`src/logic/xbd_defines.svh`:
```
// Address map, enable bit positions and access timing of the address decoder.
// Assumes a 24-bit byte address and the 125 MHz core clock.
`ifndef XBD_DEFINES_SVH
`define XBD_DEFINES_SVH
// Enable bit positions in the system and peripheral configuration words.
`define XBD_GLOBAL_BIT 2
`define XBD_EN_CAN1    0
`define XBD_EN_CAN2    1
`define XBD_EN_LOW_EXT_RAM   2
`define XBD_EN_HIGH_EXT_RAM   3
`define XBD_EN_RTC     4
`define XBD_EN_FLCTL   5
`define XBD_EN_PWM     6
`define XBD_EN_ASC     7
`define XBD_EN_SSC     8
`define XBD_EN_I2C     9
`define XBD_EN_MISC    10
// Window bases and masks.
`define XBD_FLCTL_BASE 24'h0E0000
`define XBD_SEG_MASK   24'hFF0000
`define XBD_LOW_EXT_RAM_BASE 24'h00E000
`define XBD_LOW_EXT_RAM_MASK 24'hFFF800
`define XBD_HIGH_EXT_RAM_BASE 24'h0F0000
`define XBD_HIGH_EXT_RAM_MASK 24'hFF8000
`define XBD_PER_MASK   24'hFFFF00
`define XBD_CAN1_BASE  24'h00EF00
`define XBD_CAN2_BASE  24'h00EE00
`define XBD_RTC_BASE   24'h00ED00
`define XBD_PWM_BASE   24'h00EC00
`define XBD_MISC_BASE  24'h00EB00
`define XBD_I2C_BASE   24'h00EA00
`define XBD_ASC_BASE   24'h00E900
`define XBD_SSC_BASE   24'h00E800
// User flash layout and the boot test block.
`define XBD_FL_SMALL_TOP 24'h008000
`define XBD_FL_B4_BASE   24'h018000
`define XBD_FL_B5_BASE   24'h020000
`define XBD_FL_TOP       24'h090000
`define XBD_TF_TOP       24'h001000
// Access times in ns and the derived cycle counts, rounded up.
`define XBD_CLK_MHZ  125
`define XBD_XRAM_NS  50
`define XBD_INTERNAL_PERIPH_BUS_NS  100
`define XBD_XRAM_CYC ((`XBD_XRAM_NS * `XBD_CLK_MHZ + 999) / 1000)
`define XBD_INTERNAL_PERIPH_BUS_CYC ((`XBD_INTERNAL_PERIPH_BUS_NS * `XBD_CLK_MHZ + 999) / 1000)
`define XBD_CNT_RST  4'h0
`endif

```
`src/logic/xbd_pkg.sv`:
```
// Types shared by the address decoder files.
// Assumes nothing beyond the defines header.
package xbd_pkg;
  // Access sequencer states.
  typedef enum logic [1:0] {
    XBD_IDLE = 2'b00,
    XBD_BUSY = 2'b01
  } xbd_state_e;
  // Decoded access targets.
  typedef enum logic [3:0] {
    XBD_T_NONE  = 4'h0,
    XBD_T_FLASH = 4'h1,
    XBD_T_TFL   = 4'h2,
    XBD_T_FLCTL = 4'h3,
    XBD_T_LOW_EXT_RAM = 4'h4,
    XBD_T_HIGH_EXT_RAM = 4'h5,
    XBD_T_CAN1  = 4'h6,
    XBD_T_CAN2  = 4'h7,
    XBD_T_RTC   = 4'h8,
    XBD_T_PWM   = 4'h9,
    XBD_T_ASC   = 4'hA,
    XBD_T_SSC   = 4'hB,
    XBD_T_I2C   = 4'hC,
    XBD_T_MISC  = 4'hD,
    XBD_T_EXT   = 4'hE
  } xbd_target_e;
  typedef logic [23:0] xbd_addr_t;
endpackage

```
`src/logic/xbd_decoder.sv`:
```
// Address decoder and enable logic for the 16-Mbyte unified address space.
// Assumes CPU request signals on clk; the boot strap pin is asynchronous.
// What this block does
// Decode twelve user flash blocks by address
// Software programs flash from outside flash
// Boot mode maps test block at zero
// Last two blocks also reachable as aliases
// Flash control window needs its enable
// Flash control: 16-bit, no delay, bytes allowed
// Low RAM needs global and own enable
// Disabled RAM ranges go to external bus
// High RAM needs global and own enable
// RAM access is zero wait, 50ns
// No stack, register bank, bit use of RAM
// First CAN needs global and bit 0
// Second CAN needs global and bit 1
// Peripherals word only, 100ns access
// CAN in use limits segment lines to four
// Clock window needs global and bit 4
// PWM window needs global and bit 6
// Serial ports need global and bits 7, 8
// I2C and misc need global, bits 9, 10
// Disabled peripheral owns no space, pins, interrupts
// After init, disabled peripherals lose their clock; the clock follows the own enable bit only, not the global enable
// Gated peripherals get no reset afterwards
`include "xbd_defines.svh"
module xbd_decoder
  import xbd_pkg::*;
(
  input  wire logic        clk,
  input  wire logic        rstn,
  input  wire logic        boot_mode,
  input  wire logic [15:0] system_config_reg,
  input  wire logic [15:0] periph_enable_reg,
  input  wire logic        acc_req,
  input  wire logic [23:0] acc_addr,
  input  wire logic        acc_byte,
  input  wire logic        acc_stack,
  input  wire logic        acc_bit,
  input  wire logic        end_init_instruction,
  input  wire logic        periph_reset_req,
  input  wire logic        ctl_bank1,
  input  wire logic [3:0]  ctl_block,
  output logic             acc_ack,
  output logic             acc_err,
  output logic [3:0]       acc_target,
  output logic [3:0]       flash_block,
  output logic             ext_req,
  output logic             flash_pe_allow,
  output logic [3:0]       ctl_phys_block,
  output logic             seg_lines_8,
  output logic [6:0]       clk_en,
  output logic [6:0]       periph_present,
  output logic [6:0]       periph_rst
);
  localparam int XC = `XBD_XRAM_CYC;   // Cycles of a RAM or flash control access.
  localparam int PC = `XBD_INTERNAL_PERIPH_BUS_CYC;   // Cycles of a peripheral access.

  xbd_state_e  state;                  // Access sequencer state.
  logic [3:0]  cnt;                    // Cycles left in the running access.
  logic        boot_s1;                // Strap synchroniser, first stage.
  logic        boot_s2;                // Strap synchroniser, second stage.
  logic        boot_q;                 // Boot mode as used by the decoder.
  logic        init_done;              // End of initialization has executed.
  logic        global_internal_periph_bus_enable;     // Global internal bus enable.
  logic        flash_ctrl_enable;      // Flash control window enable.
  logic [6:0]  pen;                    // Gateable peripheral enable bits.
  logic [9:0]  hit;                    // Window hits, one per window except misc.
  logic [4:0]  fmap;                   // Flash hit and block index.
  xbd_target_e next_target;            // Target of the offered access.
  logic        next_err;               // Offered access is refused.
  logic [3:0]  next_cnt;               // Cycle count to load on take.
  logic        take;                   // Request taken this cycle.

  // Peripheral order: CAN1, CAN2, clock, PWM, async, sync, I2C.
  assign global_internal_periph_bus_enable = system_config_reg[`XBD_GLOBAL_BIT];
  assign flash_ctrl_enable  = periph_enable_reg[`XBD_EN_FLCTL];
  assign pen = {periph_enable_reg[`XBD_EN_I2C], periph_enable_reg[`XBD_EN_SSC],
                periph_enable_reg[`XBD_EN_ASC], periph_enable_reg[`XBD_EN_PWM],
                periph_enable_reg[`XBD_EN_RTC], periph_enable_reg[`XBD_EN_CAN2],
                periph_enable_reg[`XBD_EN_CAN1]};
  assign take = acc_req && (state == XBD_IDLE);

  // Flash control window is gated by its own bit only.
  xbd_window #(.BASE(`XBD_FLCTL_BASE), .MASK(`XBD_SEG_MASK)) u_flctl
  (
    .addr   (acc_addr),
    .enable (flash_ctrl_enable),
    .hit    (hit[0])
  );
  // Low RAM needs the global and its own enable.
  xbd_window #(.BASE(`XBD_LOW_EXT_RAM_BASE), .MASK(`XBD_LOW_EXT_RAM_MASK)) u_low_ext_ram
  (
    .addr   (acc_addr),
    .enable (global_internal_periph_bus_enable && periph_enable_reg[`XBD_EN_LOW_EXT_RAM]),
    .hit    (hit[1])
  );
  // High RAM needs the global and its own enable.
  xbd_window #(.BASE(`XBD_HIGH_EXT_RAM_BASE), .MASK(`XBD_HIGH_EXT_RAM_MASK)) u_high_ext_ram
  (
    .addr   (acc_addr),
    .enable (global_internal_periph_bus_enable && periph_enable_reg[`XBD_EN_HIGH_EXT_RAM]),
    .hit    (hit[2])
  );
  // First CAN window.
  xbd_window #(.BASE(`XBD_CAN1_BASE), .MASK(`XBD_PER_MASK)) u_can1
  (
    .addr   (acc_addr),
    .enable (global_internal_periph_bus_enable && pen[0]),
    .hit    (hit[3])
  );
  // Second CAN window.
  xbd_window #(.BASE(`XBD_CAN2_BASE), .MASK(`XBD_PER_MASK)) u_can2
  (
    .addr   (acc_addr),
    .enable (global_internal_periph_bus_enable && pen[1]),
    .hit    (hit[4])
  );
  // Real-time clock window.
  xbd_window #(.BASE(`XBD_RTC_BASE), .MASK(`XBD_PER_MASK)) u_rtc
  (
    .addr   (acc_addr),
    .enable (global_internal_periph_bus_enable && pen[2]),
    .hit    (hit[5])
  );
  // PWM window.
  xbd_window #(.BASE(`XBD_PWM_BASE), .MASK(`XBD_PER_MASK)) u_pwm
  (
    .addr   (acc_addr),
    .enable (global_internal_periph_bus_enable && pen[3]),
    .hit    (hit[6])
  );
  // Asynchronous serial window.
  xbd_window #(.BASE(`XBD_ASC_BASE), .MASK(`XBD_PER_MASK)) u_asc
  (
    .addr   (acc_addr),
    .enable (global_internal_periph_bus_enable && pen[4]),
    .hit    (hit[7])
  );
  // Synchronous serial window.
  xbd_window #(.BASE(`XBD_SSC_BASE), .MASK(`XBD_PER_MASK)) u_ssc
  (
    .addr   (acc_addr),
    .enable (global_internal_periph_bus_enable && pen[5]),
    .hit    (hit[8])
  );
  // I2C window; the misc window is compared inline below.
  xbd_window #(.BASE(`XBD_I2C_BASE), .MASK(`XBD_PER_MASK)) u_i2c
  (
    .addr   (acc_addr),
    .enable (global_internal_periph_bus_enable && pen[6]),
    .hit    (hit[9])
  );

  // Map an address to a user flash block; bit 4 flags a hit.
  // The gap between the small blocks and block 4 is not flash.
  function automatic logic [4:0] flash_map(input xbd_addr_t a);
    logic [3:0] seg;
    seg = a[19:16];
    flash_map = 5'h00;
    if (a < `XBD_FL_SMALL_TOP)
    begin
      flash_map = {3'h4, a[14:13]};
    end
    else if ((a >= `XBD_FL_B4_BASE) && (a < `XBD_FL_B5_BASE))
    begin
      flash_map = 5'h14;
    end
    else if ((a >= `XBD_FL_B5_BASE) && (a < `XBD_FL_TOP))
    begin
      flash_map = {1'b1, 4'(seg + 4'h3)};
    end
  endfunction

  assign fmap = flash_map(acc_addr);

  // Priority decode of the offered access, with refusal and length.
  always_comb
  begin
    next_target = XBD_T_EXT;
    next_err    = 1'b0;
    next_cnt    = 4'(XC - 1);
    if (boot_q && (acc_addr < `XBD_TF_TOP))
    begin
      // Test block hides the bottom of block 0 in boot mode only.
      next_target = XBD_T_TFL;
    end
    else if (fmap[4])
    begin
      next_target = XBD_T_FLASH;
    end
    else if (hit[0])
    begin
      next_target = XBD_T_FLCTL;
    end
    else if (hit[1] || hit[2])
    begin
      next_target = hit[1] ? XBD_T_LOW_EXT_RAM : XBD_T_HIGH_EXT_RAM;
      // RAM behaves like external memory: no stack, banks or bits.
      next_err = acc_stack || acc_bit;
    end
    else if ((hit[9:3] != 7'h00) || (global_internal_periph_bus_enable && 
             periph_enable_reg[`XBD_EN_MISC] &&
             ((acc_addr & `XBD_PER_MASK) == `XBD_MISC_BASE)))
    begin
      next_target = XBD_T_MISC;
      if (hit[3]) next_target = XBD_T_CAN1;
      if (hit[4]) next_target = XBD_T_CAN2;
      if (hit[5]) next_target = XBD_T_RTC;
      if (hit[6]) next_target = XBD_T_PWM;
      if (hit[7]) next_target = XBD_T_ASC;
      if (hit[8]) next_target = XBD_T_SSC;
      if (hit[9]) next_target = XBD_T_I2C;
      next_cnt = 4'(PC - 1);
      // Byte access to a word-only window is answered with an error.
      next_err = acc_byte;
    end
    // Anything unclaimed, including disabled RAM, goes external.
    if (next_err)
    begin
      next_cnt = `XBD_CNT_RST;
    end
  end

  // Strap synchroniser; the decoder reads only the second stage.
  always_ff @(posedge clk or negedge rstn)
  begin
    if (!rstn)
    begin
      boot_s1 <= 1'b0;
      boot_s2 <= 1'b0;
    end
    else
    begin
      boot_s1 <= boot_mode;
      boot_s2 <= boot_s1;
    end
  end

  // Boot mode follows the strap until initialization ends, then freezes.
  always_ff @(posedge clk or negedge rstn)
  begin
    if (!rstn)
    begin
      boot_q <= 1'b0;
    end
    else if (!init_done)
    begin
      boot_q <= boot_s2;
    end
  end

  // Access sequencer: holds a taken access for its fixed length.
  always_ff @(posedge clk or negedge rstn)
  begin
    if (!rstn)
    begin
      state <= XBD_IDLE;
      cnt   <= `XBD_CNT_RST;
    end
    else
    begin
      unique case (state)
        XBD_IDLE:
        begin
          // External accesses are handed off and not held here.
          if (take && (next_target != XBD_T_EXT))
          begin
            state <= XBD_BUSY;
            cnt   <= next_cnt;
          end
        end
        XBD_BUSY:
        begin
          if (cnt == 4'h0)
          begin
            state <= XBD_IDLE;
          end
          else
          begin
            cnt <= cnt - 4'h1;
          end
        end
        default:
        begin
          state <= XBD_IDLE;
        end
      endcase
    end
  end

  assign acc_ack = (state == XBD_BUSY) && (cnt == 4'h0);

  // Latch target, error and flash block of the taken access.
  always_ff @(posedge clk or negedge rstn)
  begin
    if (!rstn)
    begin
      acc_target  <= XBD_T_NONE;
      acc_err     <= 1'b0;
      flash_block <= 4'h0;
      ext_req     <= 1'b0;
    end
    else
    begin
      ext_req <= take && (next_target == XBD_T_EXT);
      if (take)
      begin
        acc_target  <= next_target;
        acc_err     <= next_err;
        flash_block <= fmap[3:0];
      end
    end
  end

  // Alias bank: driver block 0 and 1 of bank 1 are physical 10 and 11.
  always_ff @(posedge clk or negedge rstn)
  begin
    if (!rstn)
    begin
      ctl_phys_block <= 4'h0;
    end
    else
    begin
      ctl_phys_block <= ctl_bank1 ? (ctl_block[0] ? 4'hB : 4'hA) : ctl_block;
    end
  end

  // Program and erase are only possible while the window is open.
  always_ff @(posedge clk or negedge rstn)
  begin
    if (!rstn)
    begin
      flash_pe_allow <= 1'b0;
    end
    else
    begin
      flash_pe_allow <= flash_ctrl_enable;
    end
  end

  // Ownership of space, pins and interrupts per peripheral.
  always_ff @(posedge clk or negedge rstn)
  begin
    if (!rstn)
    begin
      periph_present <= 7'h00;
      seg_lines_8    <= 1'b1;
    end
    else
    begin
      periph_present <= {7{global_internal_periph_bus_enable}} & pen;
      // A CAN in use takes four of the segment address pins.
      seg_lines_8 <= !(global_internal_periph_bus_enable && (pen[0] || pen[1]));
    end
  end

  // End of initialization is sticky until the next system reset.
  always_ff @(posedge clk or negedge rstn)
  begin
    if (!rstn)
    begin
      init_done <= 1'b0;
    end
    else if (end_init_instruction)
    begin
      init_done <= 1'b1;
    end
  end

  // Clocks run freely during init; afterwards only those with their own enable bit set run, whatever the global enable.
  // RAMs and the misc block are never gated, so they are not listed.
  always_ff @(posedge clk or negedge rstn)
  begin
    if (!rstn)
    begin
      clk_en     <= 7'h7F;
      periph_rst <= 7'h00;
    end
    else
    begin
      clk_en     <= init_done ? pen : 7'h7F;
      // A gated peripheral is shielded from later resets.
      periph_rst <= {7{periph_reset_req}} & clk_en;
    end
  end

  a_xram_time: assert property (@(posedge clk) disable iff (!rstn)
    take && hit[1] && !next_err && !fmap[4] |-> ##[XC:XC] acc_ack)
    else $error("RAM access length wrong");
  a_internal_periph_bus_time: assert property (@(posedge clk) disable iff (!rstn)
    take && hit[3] && !acc_byte && !fmap[4] |-> ##[PC:PC] acc_ack)
    else $error("Peripheral access length wrong");
  a_byte_refused: assert property (@(posedge clk) disable iff (!rstn)
    take && (hit[9:3] != 7'h00) && acc_byte |=> acc_err ##0 acc_ack)
    else $error("Byte access to peripheral not refused");
  a_stack_refused: assert property (@(posedge clk) disable iff (!rstn)
    take && (hit[1] || hit[2]) && (acc_stack || acc_bit) && !fmap[4] |=> acc_err && acc_ack)
    else $error("Stack use of RAM not refused");
  a_flctl_closed: assert property (@(posedge clk) disable iff (!rstn)
    take && !flash_ctrl_enable && ((acc_addr & `XBD_SEG_MASK) == `XBD_FLCTL_BASE)
    |=> ext_req && !flash_pe_allow)
    else $error("Closed flash control window answered");
  a_xram_fall: assert property (@(posedge clk) disable iff (!rstn)
    take && !global_internal_periph_bus_enable && ((acc_addr & `XBD_LOW_EXT_RAM_MASK) == `XBD_LOW_EXT_RAM_BASE)
    |=> ext_req && (acc_target == XBD_T_EXT))
    else $error("Disabled RAM not sent external");
  a_boot_tflash: assert property (@(posedge clk) disable iff (!rstn)
    take && (acc_addr < `XBD_TF_TOP) |=> (acc_target == XBD_T_TFL) == $past(boot_q))
    else $error("Test block mapping wrong");
  a_gate_init: assert property (@(posedge clk) disable iff (!rstn)
    init_done && !pen[2] |=> !clk_en[2])
    else $error("Disabled peripheral still clocked");
  a_gated_rst: assert property (@(posedge clk) disable iff (!rstn)
    !clk_en[2] |=> !periph_rst[2])
    else $error("Reset reached gated peripheral");
  a_can_seg: assert property (@(posedge clk) disable iff (!rstn)
    periph_present[1] |-> !seg_lines_8)
    else $error("Segment lines not limited");
endmodule

```
`src/logic/xbd_window.sv`:
```
// One address window comparator of the decoder.
// Assumes a base aligned to its mask.
module xbd_window
  import xbd_pkg::*;
#(
  parameter xbd_addr_t BASE = 24'h000000,
  parameter xbd_addr_t MASK = 24'hFFFFFF
)
(
  input  wire logic [23:0] addr,
  input  wire logic        enable,
  output logic             hit
);
  // A disabled window never claims its range, so the access falls through.
  assign hit = enable && ((addr & MASK) == BASE);
endmodule

```
`config.mk`:
```
export PLATFORM = sky130hd
export DESIGN_NAME = xbd_decoder
export DESIGN_NICKNAME = d
export VERILOG_FILES = /design/src/logic/xbd_pkg.sv /design/src/logic/xbd_decoder.sv /design/src/logic/xbd_window.sv
export VERILOG_INCLUDE_DIRS = /design/src /design/src/logic
export SDC_FILE = /design/constraint.sdc
export NUM_CORES = 1
export LEC_CHECK = 0
export BUFFER_PORTS_ARGS = -buffer_cell sky130_fd_sc_hd__buf_2
export CAP_MARGIN = 10
export CELL_PAD_IN_SITES_DETAIL_PLACEMENT = 1
export CELL_PAD_IN_SITES_GLOBAL_PLACEMENT = 1
export CORE_MARGIN = 2
export CORE_UTILIZATION = 36
export CTS_BUF_LIST = sky130_fd_sc_hd__clkbuf_16
export DETAILED_ROUTE_END_ITERATION = 8
export PLACE_DENSITY = 0.93
export SETUP_SLACK_MARGIN = 0.02
export SKIP_CTS_REPAIR_TIMING = 1
export SYNTH_ARGS = -nofsm -noshare
export SYNTH_HDL_FRONTEND = slang
export SYNTH_SLANG_ARGS = --single-unit
```
`constraint.sdc`:
```
create_clock -name clk -period 3.7 [get_ports clk]
set_input_delay 0.74 -clock clk [delete_from_list [all_inputs] [get_ports clk]]
set_output_delay 0.74 -clock clk [all_outputs]
set_load 0.03 [all_outputs]
```
Yosys cells after proc, flatten, opt, wreduce, memory -nomap -nowiden
Cells that the tools add are included.

Bits in registers: 47. Bits of input ports: 70. Output and inout bits: 38.

$add $sub $neg: 2. $lt $le $gt $ge: 6. Equal/unequal tests: 17. Muxes and demuxes: 36. Bitwise operators: 2. Reductions and logical operators: 40.

Operator list (number): $eq A16 B8 Y1 const B (8); $mux W4 (21); $logic_and A1 B1 Y1 (29); $ge A24 B17 Y1 const B (1); $ge A24 B18 Y1 const B (1); $lt A24 B13 Y1 const B (1); $lt A24 B16 Y1 const B (1); $lt A24 B18 Y1 const B (1); $lt A24 B20 Y1 const B (1); $mux W5 (3); $and A7 B7 Y7 (2); $eq A13 B5 Y1 const B (1); $eq A9 B5 Y1 const B (1); $eq A8 B4 Y1 const B (1); $pmux W4 S2 (1); $mux W1 (7); $mux W7 (1); $reduce_bool A7 Y1 (1); $add A4 B2 Y4 const B (1); $eq A4 B4 Y1 const B (1); $logic_not A4 Y1 (1); $logic_or A1 B1 Y1 (4); $mux W2 (2); $ne A2 B2 Y1 const B (2); other kinds (10) (10).

Logic depth before layout (Yosys ltp)
Gate-level depths: netlist (run 1).

Depth after elaboration: 18. Depth in mapped cells: 8. Gate-level depth less buffers: 8.

Hierarchy
Synthesis (run 1) repeated with hierarchy kept, for this count alone.

Cells, all modules: 256. Area, all modules: 2623.8 um^2.

Modules (own cells, without submodules): xbd_decoder (instances 1, cells each 198, area an instance 2095.8 um^2, sequential area each 1161.1 um^2); xbd_window at u_asc ... (instances 2, cells each 6, area an instance 60.1 um^2, sequential area each 0.0 um^2); xbd_window at u_can2 ... (instances 2, cells each 7, area an instance 58.8 um^2, sequential area each 0.0 um^2); xbd_window at u_ssc (instances 1, cells each 6, area an instance 62.6 um^2, sequential area each 0.0 um^2); xbd_window at u_pwm (instances 1, cells each 8, area an instance 58.8 um^2, sequential area each 0.0 um^2); xbd_window at u_can1 (instances 1, cells each 7, area an instance 53.8 um^2, sequential area each 0.0 um^2); xbd_window at u_low_ext_ram (instances 1, cells each 5, area an instance 52.6 um^2, sequential area each 0.0 um^2); xbd_window at u_high_ext_ram (instances 1, cells each 3, area an instance 32.5 um^2, sequential area each 0.0 um^2); xbd_window at u_flctl (instances 1, cells each 3, area an instance 30.0 um^2, sequential area each 0.0 um^2).

Worst setup path after synthesis (run 1)
No wires, ideal clock.

Path kind: input -> register. From: in acc_addr[8]. To: reg cnt[0]. Library setup time: 0.079 ns. Arrival: 2.612 ns. Slack: 1.008 ns. Stages on the path: 7. Path buffers: 1. Cells stage by stage: clkbuf_1 mux2_2 a2bb2oi_1 o211ai_1 or4_2 a21bo_2 mux2i_1.

Cells in the longest elaborated chain, start to end: 18. Elaborated cells between the ends (all ways): 56. Those cells by class: order compare: 6; eq/ne: 10; mux: 25; reduce/logical: 15.

RTL lines: start, declared (line xbd_decoder.sv:36) `input wire logic [23:0] acc_addr,`; $eq A16 B8 Y1 (line xbd_window.sv:15) `assign hit = enable && ((addr & MASK) == BASE);`; $logic_and A1 B1 Y1 (line xbd_window.sv:15); $mux W4 (line xbd_decoder.sv:207) `if (hit[3]) next_target = XBD_T_CAN1;`; $mux W4 (line xbd_decoder.sv:208) `if (hit[4]) next_target = XBD_T_CAN2;`; $mux W4 (line xbd_decoder.sv:209) `if (hit[5]) next_target = XBD_T_RTC;`; $mux W4 (line xbd_decoder.sv:210) `if (hit[6]) next_target = XBD_T_PWM;`; $mux W4 (line xbd_decoder.sv:211) `if (hit[7]) next_target = XBD_T_ASC;`; $mux W4 (line xbd_decoder.sv:212) `if (hit[8]) next_target = XBD_T_SSC;`; [... 2 more ...]; $mux W4 (line xbd_decoder.sv:196) `else if (hit[1] || hit[2])`; $mux W4 (line xbd_decoder.sv:192) `else if (hit[0])`; $mux W4 (line xbd_decoder.sv:188) `else if (fmap[4])`; $mux W4 (line xbd_decoder.sv:183) `` if (boot_q && (acc_addr < `XBD_TF_TOP)) ``; $ne A4 B4 Y1 (line xbd_decoder.sv:267) `if (take && (next_target != XBD_T_EXT))`; $logic_and A1 B1 Y1 (line xbd_decoder.sv:267); $ne A2 B1 Y1 (no line); $reduce_and A3 Y1 (no line); end signal, assigned (line xbd_decoder.sv:259) `` cnt <= `XBD_CNT_RST; ``; end signal, assigned (line xbd_decoder.sv:270) `cnt <= next_cnt;`; end signal, assigned (line xbd_decoder.sv:281) `cnt <= cnt - 4'h1;`; end, declared (line xbd_decoder.sv:60) `logic [3:0] cnt;`.

Parallel ways exist; a longest one is shown, timed or not. The select of a mux whose other input is x is not followed. A chain may end at the register's enable or synchronous reset.

Final worst setup path (run 1)
From: in acc_addr[20]. To: reg cnt[2].

The elaborated chain is that of the path after synthesis.

==> results of run 1 <==
## flip-flops by register name, summed over array words and instances, names as in the netlist, 4 cells and up
signal          flops
clk_en              7
periph_present      7
periph_rst          7
acc_target          4
cnt                 4
ctl_phys_block      4
flash_block         4
## worst max path at each step
stage / from / endpoint / slack, ns / cells past startpoint
global placement: acc_addr[20] / cnt[2] / 0.76 / 7
finish: acc_addr[20] / cnt[2] / 1.03 / 7
CTS: acc_addr[20] / cnt[3] / 1.05 / 7
detailed placement: acc_addr[20] / cnt[3] / 0.75 / 7
floorplan: acc_addr[8] / cnt[0] / 1.01 / 7
global route: acc_addr[17] / cnt[1] / 0.90 / 9
## power breakdown
part           total (W)  switching, W  internal (W)  leakage, nW
Combinational   0.000358      0.000224      0.000134        0.811
Clock           0.000450      0.000196      0.000254       0.0704
Sequential      0.000615     0.0000450      0.000570        0.554
Total            0.00142      0.000465      0.000958         1.44
## cells by family after synthesis
logic type,count (synthesis)
compound gates,46
xor+xnor,2
fa+ha+maj,5
buf+inv,13
flops,46
mux,7
simple gates,104
## per-layer routing
metal | track usage (%) | share of wire [%] | vias up
li1 | - | - | 983
met2 | 33.24 | 51 | 67
met3 | 4.649 | 5.2 | 11
met4 | 4.985 | 1.3 | 0
met1 | 23.25 | 42 | 964
met5 | 0 | 0 | -
## through the flow
step / total power, W / instance area [um2] / util (%)
detailed placement: 0.0009865 / 2809 / 45.01
CTS: 0.001446 / 2959 / 47.41
global route: 0.001510 / 2959 / 47.41
finish: 0.001423 / 2959 / 47.41
global placement: 0.0009681 / 2809 / 45.01
floorplan: 0.0008608 / 2288 / -
## cell usage in the layout, fill, tap and decap left out, drive strengths merged, types with 3 or more instances in the layout
master	n
dfstp	8
o31ai	4
buf	88
o21ai	11
nor2	13
nor4	3
a2bb2oi	3
or4	4
clkbuf	5
o211ai	3
o31a	3
or2	5
inv	9
a21oi	3
dfrtp	38
nand4	6
nand2	28
nand2b	11
and2	15
mux2	3
ha	5
mux2i	4
## cell type report
type / count / area share, %
flip-flops and latches: 46 / 39.24
multi-input cells: 164 / 36.45
repair buffers: 88 / 14.97
clock buffers: 5 / 4.228
well taps: 77 / 3.256
inverters: 8 / 1.015
clock inverters: 3 / 0.8457
==> summary.txt, run 1 <==
Run status
  • Status: finished, final reports clean

Floorplan
  • # rows: 29
  • Starting Density: 36.67%
  • # IOs: 108
  • Die Area: 7011 um2
  • Core area: 6241 um2
  • Die Y-Extent: 83.73 um
  • Chip width: between 80 and 90 um

Clock network
  • Clock transition at path regs: 0.06 ns
  • H-Tree Depth: 2
  • CTS tree: done
  • TritonCTS Sinks: 46
  • CTS Buf Count: 5
  • Root Buffer: clkbuf_16
  • Deepest clock path buffer count: 2
  • Clock Latency Late Sink: 0.29 ns

Cells and area
  • Footprint of the multi-input gates: 1079 um2
  • Storage cell area: 1161 um2
  • Ant diodes: 0
  • Number of nets in the layout: 388
  • Final Non-Filler Cells: 391
  • Layout cells sized above 1: roughly 38%
  • Layout area overhead: 29.31%
  • Fill count: 753

Timing
  • Hold Vio Cnt, Final: 0
  • Achievable Freq: 374.4 MHz
  • Clock skew: 0.004304 ns
  • Fin crit period: 2.671 ns
  • Final Max Tran Viols: 0
  • Worst slew pin tran: 1.015 ns
  • Setup TNS: 0 ns
  • Hold slack: 0.3486 ns
  • Final Cycle Share: 72.19%
  • Final WS setup: 1.029 ns
  • Setup Viol. Count Final: 0
  • Rel. slew slack: approximately a third
  • RSZ-0062 raised after global routing: false

Worst setup path
  • Slowest cell on the critical path: or4_4
  • Startpoint class of the critical path: input pin
  • WP buf/inv: 1
  • Reg-to-Reg Start: boot_q
  • Maximum fanout along the worst path: 6
  • CP peak stage delay: 0.57 ns
  • Worst R2R End: cnt[0]
  • Cells on worst reg2reg path: 6
  • Family with the most delay on the worst path: simple AND/OR/NAND/NOR gates
  • CP arrival: between 2 and 3 ns
  • R2R setup slack: 1.81 ns
  • Worst path cell trace: buf_2 -> or4_4 -> or4_1 -> a311o_1 -> o22ai_1 -> nand4_1 -> o311a_1
  • Setup crit end kind: register
  • Data required time of the worst path: 3.87 ns
  • Kind of critical path: in -> reg

Power
  • Pwr dens: between 400 and 500 nW/um2
  • Peak supply drop: 0.0002999 V
  • Pleak: approximately 1.4 nW

Global route
  • Initial antenna violation count: 0
  • Largest net degree at the start of global routing: 47
  • GRT Total Usage: 18.94%
  • First-pass GRT wire length: roughly 11000 um
  • Congestion Overflow GR: 0
  • Vias in the first global route: 2231

Logic synthesis
  • Largest family of logic cells by synthesized area: simple AND/OR/NAND/NOR gates
  • Number of flops mapped to enable cells by yosys: 0
  • Post-synth top cells: 38 x dfrtp_1, 28 x nand2_1, 15 x and2_1
  • Area leader, netlist: dfrtp_1
  • Netlist Area Pre-Place: 2288 um2
  • Post-synthesis xor/xnor area fraction: less than 1%
  • Mux contribution to synthesized area: under 10%
  • Synth Net Count: 298
  • Adder-Cell Fraction of Synth Area: 2.734%
  • Seq/Total Area, Yosys: 50.74%
  • Async S/R FF share, synth: 100.0%
  • Post-synthesis register bit count: 46
  • Top_reg_cell synth: dfrtp_1
  • Average size of a mapped cell: 10.26 um2
  • Count leader, synth: dfrtp_1
  • Yosys warns: 0
  • Syn Inst Count: 223
  • Top post-synthesis cells by area: dfrtp_1 42%, dfstp_2 9.2%, nand2_1 4.6%
  • Distinct cells, synth: 54
  • Synth Area in Compound Gates: 14.82%
  • Yosys top cell area share: 41.55%
  • Post-Synth Simple-Gate Area: 25.59%

Placement
  • Routability cong.: 0.8680
  • Hpwl dp: roughly 5000 um
  • Dpl cells: 383
  • Pre-CTS WS: around 0.75 ns
  • Port-buffer cells: 87

Flow run
  • Max cap viols: 0

Route
  • Vias per std cell: ~5.2
  • Final wirelength: around 6300 um
  • DR WL/cell: 16.10 um
  • Initial DRC count: 60
  • Vias: 2025
  • TritonRoute pass-1 iters: 4
  • DRC: 0
  • Post-route ant nets: 0

Worst hold path
  • Hold Path Class: reg -> reg
  • Hold EP: boot_s2
  • WHS Path Cells: 0
  • Hold_sp: boot_s1
Note: power is estimated with default switching activity, not from simulation.
==> run 2: changes to the inputs <==
--- a/config.mk
+++ b/config.mk
@@ -11,10 +11,10 @@
 export CELL_PAD_IN_SITES_DETAIL_PLACEMENT = 1
 export CELL_PAD_IN_SITES_GLOBAL_PLACEMENT = 1
 export CORE_MARGIN = 2
-export CORE_UTILIZATION = 36
+export CORE_UTILIZATION = 31
 export CTS_BUF_LIST = sky130_fd_sc_hd__clkbuf_16
 export DETAILED_ROUTE_END_ITERATION = 8
-export PLACE_DENSITY = 0.93
+export PLACE_DENSITY = 0.86
 export SETUP_SLACK_MARGIN = 0.02
 export SKIP_CTS_REPAIR_TIMING = 1
 export SYNTH_ARGS = -nofsm -noshare
==> constraint.sdc (replaced) <==
create_clock -name clk -period 2.45 [get_ports clk]
set_input_delay 0.49 -clock clk [delete_from_list [all_inputs] [get_ports clk]]
set_output_delay 0.49 -clock clk [all_outputs]
set_load 0.03 [all_outputs]
==> summary.txt, run 2 (same netlist as run 1, synthesis figures left out) <==
Worst setup path
  • Data required time of the worst path: ~2.6 ns
  • CP arrival: 2.55 ns
  • Cells on worst reg2reg path: 6
  • Setup crit end kind: register
  • Kind of critical path: in -> reg
  • R2R setup slack: 0.47 ns
  • Worst R2R End: cnt[2]
  • Reg-to-Reg Start: boot_q
  • Startpoint class of the critical path: input pin
  • Maximum fanout along the worst path: 4

Floorplan
  • Die Y-Extent: roughly 90 um
  • # IOs: 108
  • # rows: 31
  • Core area: 7214 um2
  • Chip width: 89.92 um
  • Starting Density: 31.72%
  • Die Area: roughly 8000 um2

Cells and area
  • Ant diodes: 0
  • Layout cells sized above 1: 43.15%
  • Final Non-Filler Cells: 442
  • Number of nets in the layout: 417
  • Footprint of the multi-input gates: 1085 um2
  • Commonest non-fill, non-tap cell in the layout: buf_2
  • Largest regs: clk_en x7, periph_present x7, periph_rst x7
  • Most frequent cells in the layout: 87 x buf_2, 38 x dfrtp_1, 30 x buf_4
  • Layout area overhead: 40.24%
  • Storage cell area: around 1200 um2
  • Fill count: 879
  • Post-layout util: between 40% and 50%

Timing
  • Achievable Freq: 418.4 MHz
  • Setup Viol. Count Final: 0
  • Rel. slew slack: 37.87%
  • Clock skew: 0.007979 ns
  • Final Max Tran Viols: 0
  • Fin crit period: 2.390 ns
  • Worst slew pin tran: 0.9320 ns
  • RSZ-0062 raised after global routing: false
  • Final Cycle Share: 97.56%
  • Hold Vio Cnt, Final: 0

Route
  • TritonRoute pass-1 iters: 4
  • DRC: 0
  • Vias: 2216
  • DR WL/cell: roughly 16 um
  • Post-route ant nets: 0
  • Vias per std cell: around 5
  • Final wirelength: 6855 um
  • Initial DRC count: 76

Global route
  • Largest net degree at the start of global routing: 44
  • Initial antenna violation count: 0
  • Grt met1 use: 19.20%
  • Global routing usage on met2: 31.57%
  • Most used routing layer: met2
  • Met3 usage: approximately 3.2%
  • Congestion Overflow GR: 0
  • Vias in the first global route: 2348
  • GRT Total Usage: 16.82%
  • First-pass GRT wire length: 11070 um

Run status
  • Status: finished, final reports clean

Placement
  • Routability cong.: 0.8421
  • Port-buffer cells: 87
  • Dpl cells: about 430
  • Hpwl dp: 5496 um

Clock network
  • H-Tree Depth: 2
  • TritonCTS Sinks: 46
  • CTS tree: done
  • CTS Buf Count: 5
  • Root Buffer: clkbuf_16
  • Clock transition at path regs: 0.07 ns
  • Deepest clock path buffer count: 2
  • Clock Latency Late Sink: just under 0.3 ns

Worst hold path
  • Hold EP: boot_s1
  • Hold_sp: boot_mode
  • Hold Path Class: in -> reg
  • WHS Path Cells: 1

Power
  • Peak supply drop: 0.0002593 V
  • PnR Total Power: 0.002193 W
  • Pwr dens: 683.5 nW/um2
  • Pleak: approximately 1.6 nW

Flow run
  • Max cap viols: 0
-- run 2: cell count changes in the layout (fill, tap and decap cells not counted) --
cell        before  now
clkinvlp_4       1    2
o21ai_0         11   10
buf_4            1   30
nor4bb_1         1    0
clkinv_4         1    0
nor4bb_2         0    1
o21ai_1          0    1
-- run 2: per-stage QoR --
step / worst slack [ns] / cell area, um2 / hold slack (ns) / setup TNS [ns]
after detailed placement: -0.2406 / 3054 / 0.3379 / -1.088
final: 0.05984 / 3209 / 0.3052 / 0
after CTS: 0.03941 / 3203 / 0.3007 / 0
after global placement: -0.1904 / 3054 / 0.3316 / -0.7681
after floorplan: 0.05096 / 2290 / 0.1944 / 0
after global routing: 0.02596 / 3209 / 0.3024 / 0
-- run 2: routing by layer --
metal	vias to the layer above	routed length (um)	part of all wire, %
li1	1042	-	-
met1	1082	2785	41
met2	79	3602	53
met3	13	346	5.0
met4	0	121	1.8
met5	-	0	0
-- run 2: critical path, cell delays in order --
cell and delay, ns:
buf_2 0.11, or4_4 0.56, or4_1 0.55, a311o_1 0.35, o22ai_1 0.18, nand4_1 0.16
o311a_1 0.16
-- run 2: power by group --
group          switching, W  internal [W]  leakage (nW)  total, W
Clock              0.000294      0.000381        0.0664  0.000675
Sequential        0.0000698      0.000861         0.554  0.000931
Combinational      0.000357      0.000230         0.951  0.000587
Total              0.000721       0.00147          1.57   0.00219
-- run 2: area by class of cell --
type                       count  share of cell area (%)
timing repair buffer         117                   20.58
multi-input combinational    164                   33.80
inverter                       8                  0.9357
clock inverter                 3                  0.7407
sequential                    46                   36.18
tap                           99                   3.860
clock buffer                   5                   3.899
-- run 2: how the worst max path moves through the flow --
stage	startpoint	to	slack [ns]	cells after the start
3_5_place_dp	acc_addr[20]	cnt[2]	-0.24	7
4_1_cts	acc_addr[20]	cnt[2]	0.04	7
3_3_place_gp	acc_addr[20]	cnt[2]	-0.19	7
6_report	acc_addr[20]	cnt[2]	0.06	7
2_1_floorplan	acc_addr[20]	cnt[2]	0.05	6
5_1_grt	acc_addr[20]	cnt[2]	0.03	7
==> run 3: changes to the inputs <==
--- a/config.mk
+++ b/config.mk
@@ -15,6 +15,7 @@
 export CTS_BUF_LIST = sky130_fd_sc_hd__clkbuf_16
 export DETAILED_ROUTE_END_ITERATION = 8
 export PLACE_DENSITY = 0.86
+export RECOVER_POWER = 50
 export SETUP_SLACK_MARGIN = 0.02
 export SKIP_CTS_REPAIR_TIMING = 1
 export SYNTH_ARGS = -nofsm -noshare
==> summary.txt, run 3 (same netlist as run 1, synthesis figures left out) <==
Power
  • Internal power: around 0.0015 W
  • Register share of total power: 42.5%
  • Sw frac: 32.88%
  • Peak supply drop: 0.0002593 V
  • Share of total power in the clock network: 30.8%
  • Pleak: 1.553 nW
  • PnR Total Power: 0.002190 W
  • Sw Pwr: roughly 0.00072 W
  • Pwr dens: 684.0 nW/um2
  • Logic pwr share: between 20% and 30%

Flow run
  • Max cap viols: 0

Timing
  • Setup Viol. Count Final: 0
  • Achievable Freq: 418.5 MHz
  • Hold Vio Cnt, Final: 0
  • Clock skew: 0.007992 ns
  • Rel. slew slack: 30.05%
  • Final Cycle Share: 97.52%
  • RSZ-0062 raised after global routing: false
  • Final Max Tran Viols: 0
  • Fin crit period: ~2.4 ns
  • Setup TNS: 0 ns
  • Worst slew pin tran: between 1 and 1.5 ns

Worst setup path
  • Startpoint class of the critical path: input pin
  • Kind of critical path: in -> reg
  • Data required time of the worst path: roughly 2.6 ns
  • Crit path to: cnt[2]
  • Setup crit end kind: register
  • Worst R2R End: cnt[2]
  • R2R setup slack: between 0.4 and 0.5 ns
  • Reg-to-Reg Start: boot_q
  • Maximum fanout along the worst path: 4
  • Cells on worst reg2reg path: 6
  • CP arrival: 2.55 ns
  • Critical Path Start: acc_addr[20]

Cells and area
  • Post-layout util: 44.38%
  • Layout area overhead: 39.91%
  • Storage cell area: 1161 um2
  • Largest regs: clk_en x7, periph_present x7, periph_rst x7
  • Most frequent cells in the layout: 83 x buf_2, 38 x dfrtp_1, 29 x buf_4
  • Commonest non-fill, non-tap cell in the layout: buf_2
  • Fill count: about 880
  • Final Non-Filler Cells: 442
  • Layout cells sized above 1: a little over two fifths
  • Ant diodes: 0
  • Final Instance Area: around 3200 um2
  • Number of nets in the layout: 417
  • Footprint of the multi-input gates: 1085 um2

Placement
  • Port-buffer cells: 87
  • Routability cong.: 0.8421
  • Post-DP Area: 3054 um2
  • Hpwl dp: 5496 um
  • Dpl cells: between 400 and 500

Clock network
  • Root Buffer: clkbuf_16
  • Clock transition at path regs: 0.07 ns
  • Deepest clock path buffer count: 2
  • TritonCTS Sinks: 46
  • CTS Buf Count: 5
  • Clock Latency Late Sink: 0.29 ns
  • CTS tree: done
  • H-Tree Depth: 2

Route
  • DRC: 0
  • Vias: 2210
  • Initial DRC count: 66
  • Post-route ant nets: 0
  • TritonRoute pass-1 iters: 4
  • Vias per std cell: 5.000
  • Final wirelength: 6851 um
  • DR WL/cell: between 15 and 20 um

Floorplan
  • Starting Density: between 30% and 40%
  • # rows: 31
  • Chip width: roughly 90 um
  • Die Y-Extent: 89.92 um
  • # IOs: 108
  • Die Area: 8086 um2
  • Core area: 7214 um2

Global route
  • Vias in the first global route: 2348
  • Congestion Overflow GR: 0
  • Largest net degree at the start of global routing: 44
  • GRT Total Usage: about 17%
  • First-pass GRT wire length: 11070 um
  • Initial antenna violation count: 0

Run status
  • Status: finished, final reports clean

Worst hold path
  • Hold Path Class: in -> reg
[run 3: cell types whose count changed in the layout (fill, tap and decap cells not counted), moves of 4 or more]
cell / before / now
and2_1: 15 / 6
clkbuf_1: 0 / 4
buf_2: 87 / 83
and2_0: 0 / 9
[run 3: layout make-up]
cell class | instances | share of cell area (%)
sequential | 46 | 36.26
clock inverter | 3 | 0.7425
inverter | 8 | 0.9379
timing repair buffer | 117 | 20.40
tap | 99 | 3.869
multi-input combinational | 164 | 33.88
clock buffer | 5 | 3.908
[run 3: power groups by stage]
stage	Combinational, W	Clock [W]	Sequential (W)
global placement	0.000560	0	0.000936
detailed placement	0.000586	0	0.000944
floorplan	0.000273	0	0.00103
finish	0.000586	0.000674	0.000931
global route	0.000644	0.000715	0.000944
CTS	0.000595	0.000690	0.000932
[run 3: how the worst min path moves through the flow]
stage                       startpoint                end  slack [ns]  cells past startpoint
after floorplan                   rstn            acc_err        0.19                      0
after global placement         boot_s1            boot_s2        0.33                      0
after detailed placement       boot_s1            boot_s2        0.34                      0
after CTS                    boot_mode            boot_s1        0.30                      1
after global routing      ctl_block[0]  ctl_phys_block[0]        0.30                      1
final                        boot_mode            boot_s1        0.31                      1
[run 3: stage by stage]
step / hold slack [ns] / worst slack, ns
6_report: 0.3051 / 0.06070
5_1_grt: 0.3024 / 0.02596
4_1_cts: 0.3007 / 0.03941
3_5_place_dp: 0.3379 / -0.2406
3_3_place_gp: 0.3316 / -0.1904
2_1_floorplan: 0.1944 / 0.05096
[run 3: layer usage]
metal / up-vias / share of wire [%] / GRT usage (%)
met5: - / 0 / 0
met4: 0 / 1.6 / 5.385
met3: 11 / 4.9 / 3.185
met2: 73 / 53 / 31.57
met1: 1083 / 41 / 19.20
li1: 1043 / - / -
[run 3: worst max-delay path, stage by stage]
cell	delay (ns)
buf_2	0.11
or4_4	0.56
or4_1	0.55
a311o_1	0.35
o22ai_1	0.18
nand4_1	0.16
o311a_1	0.16
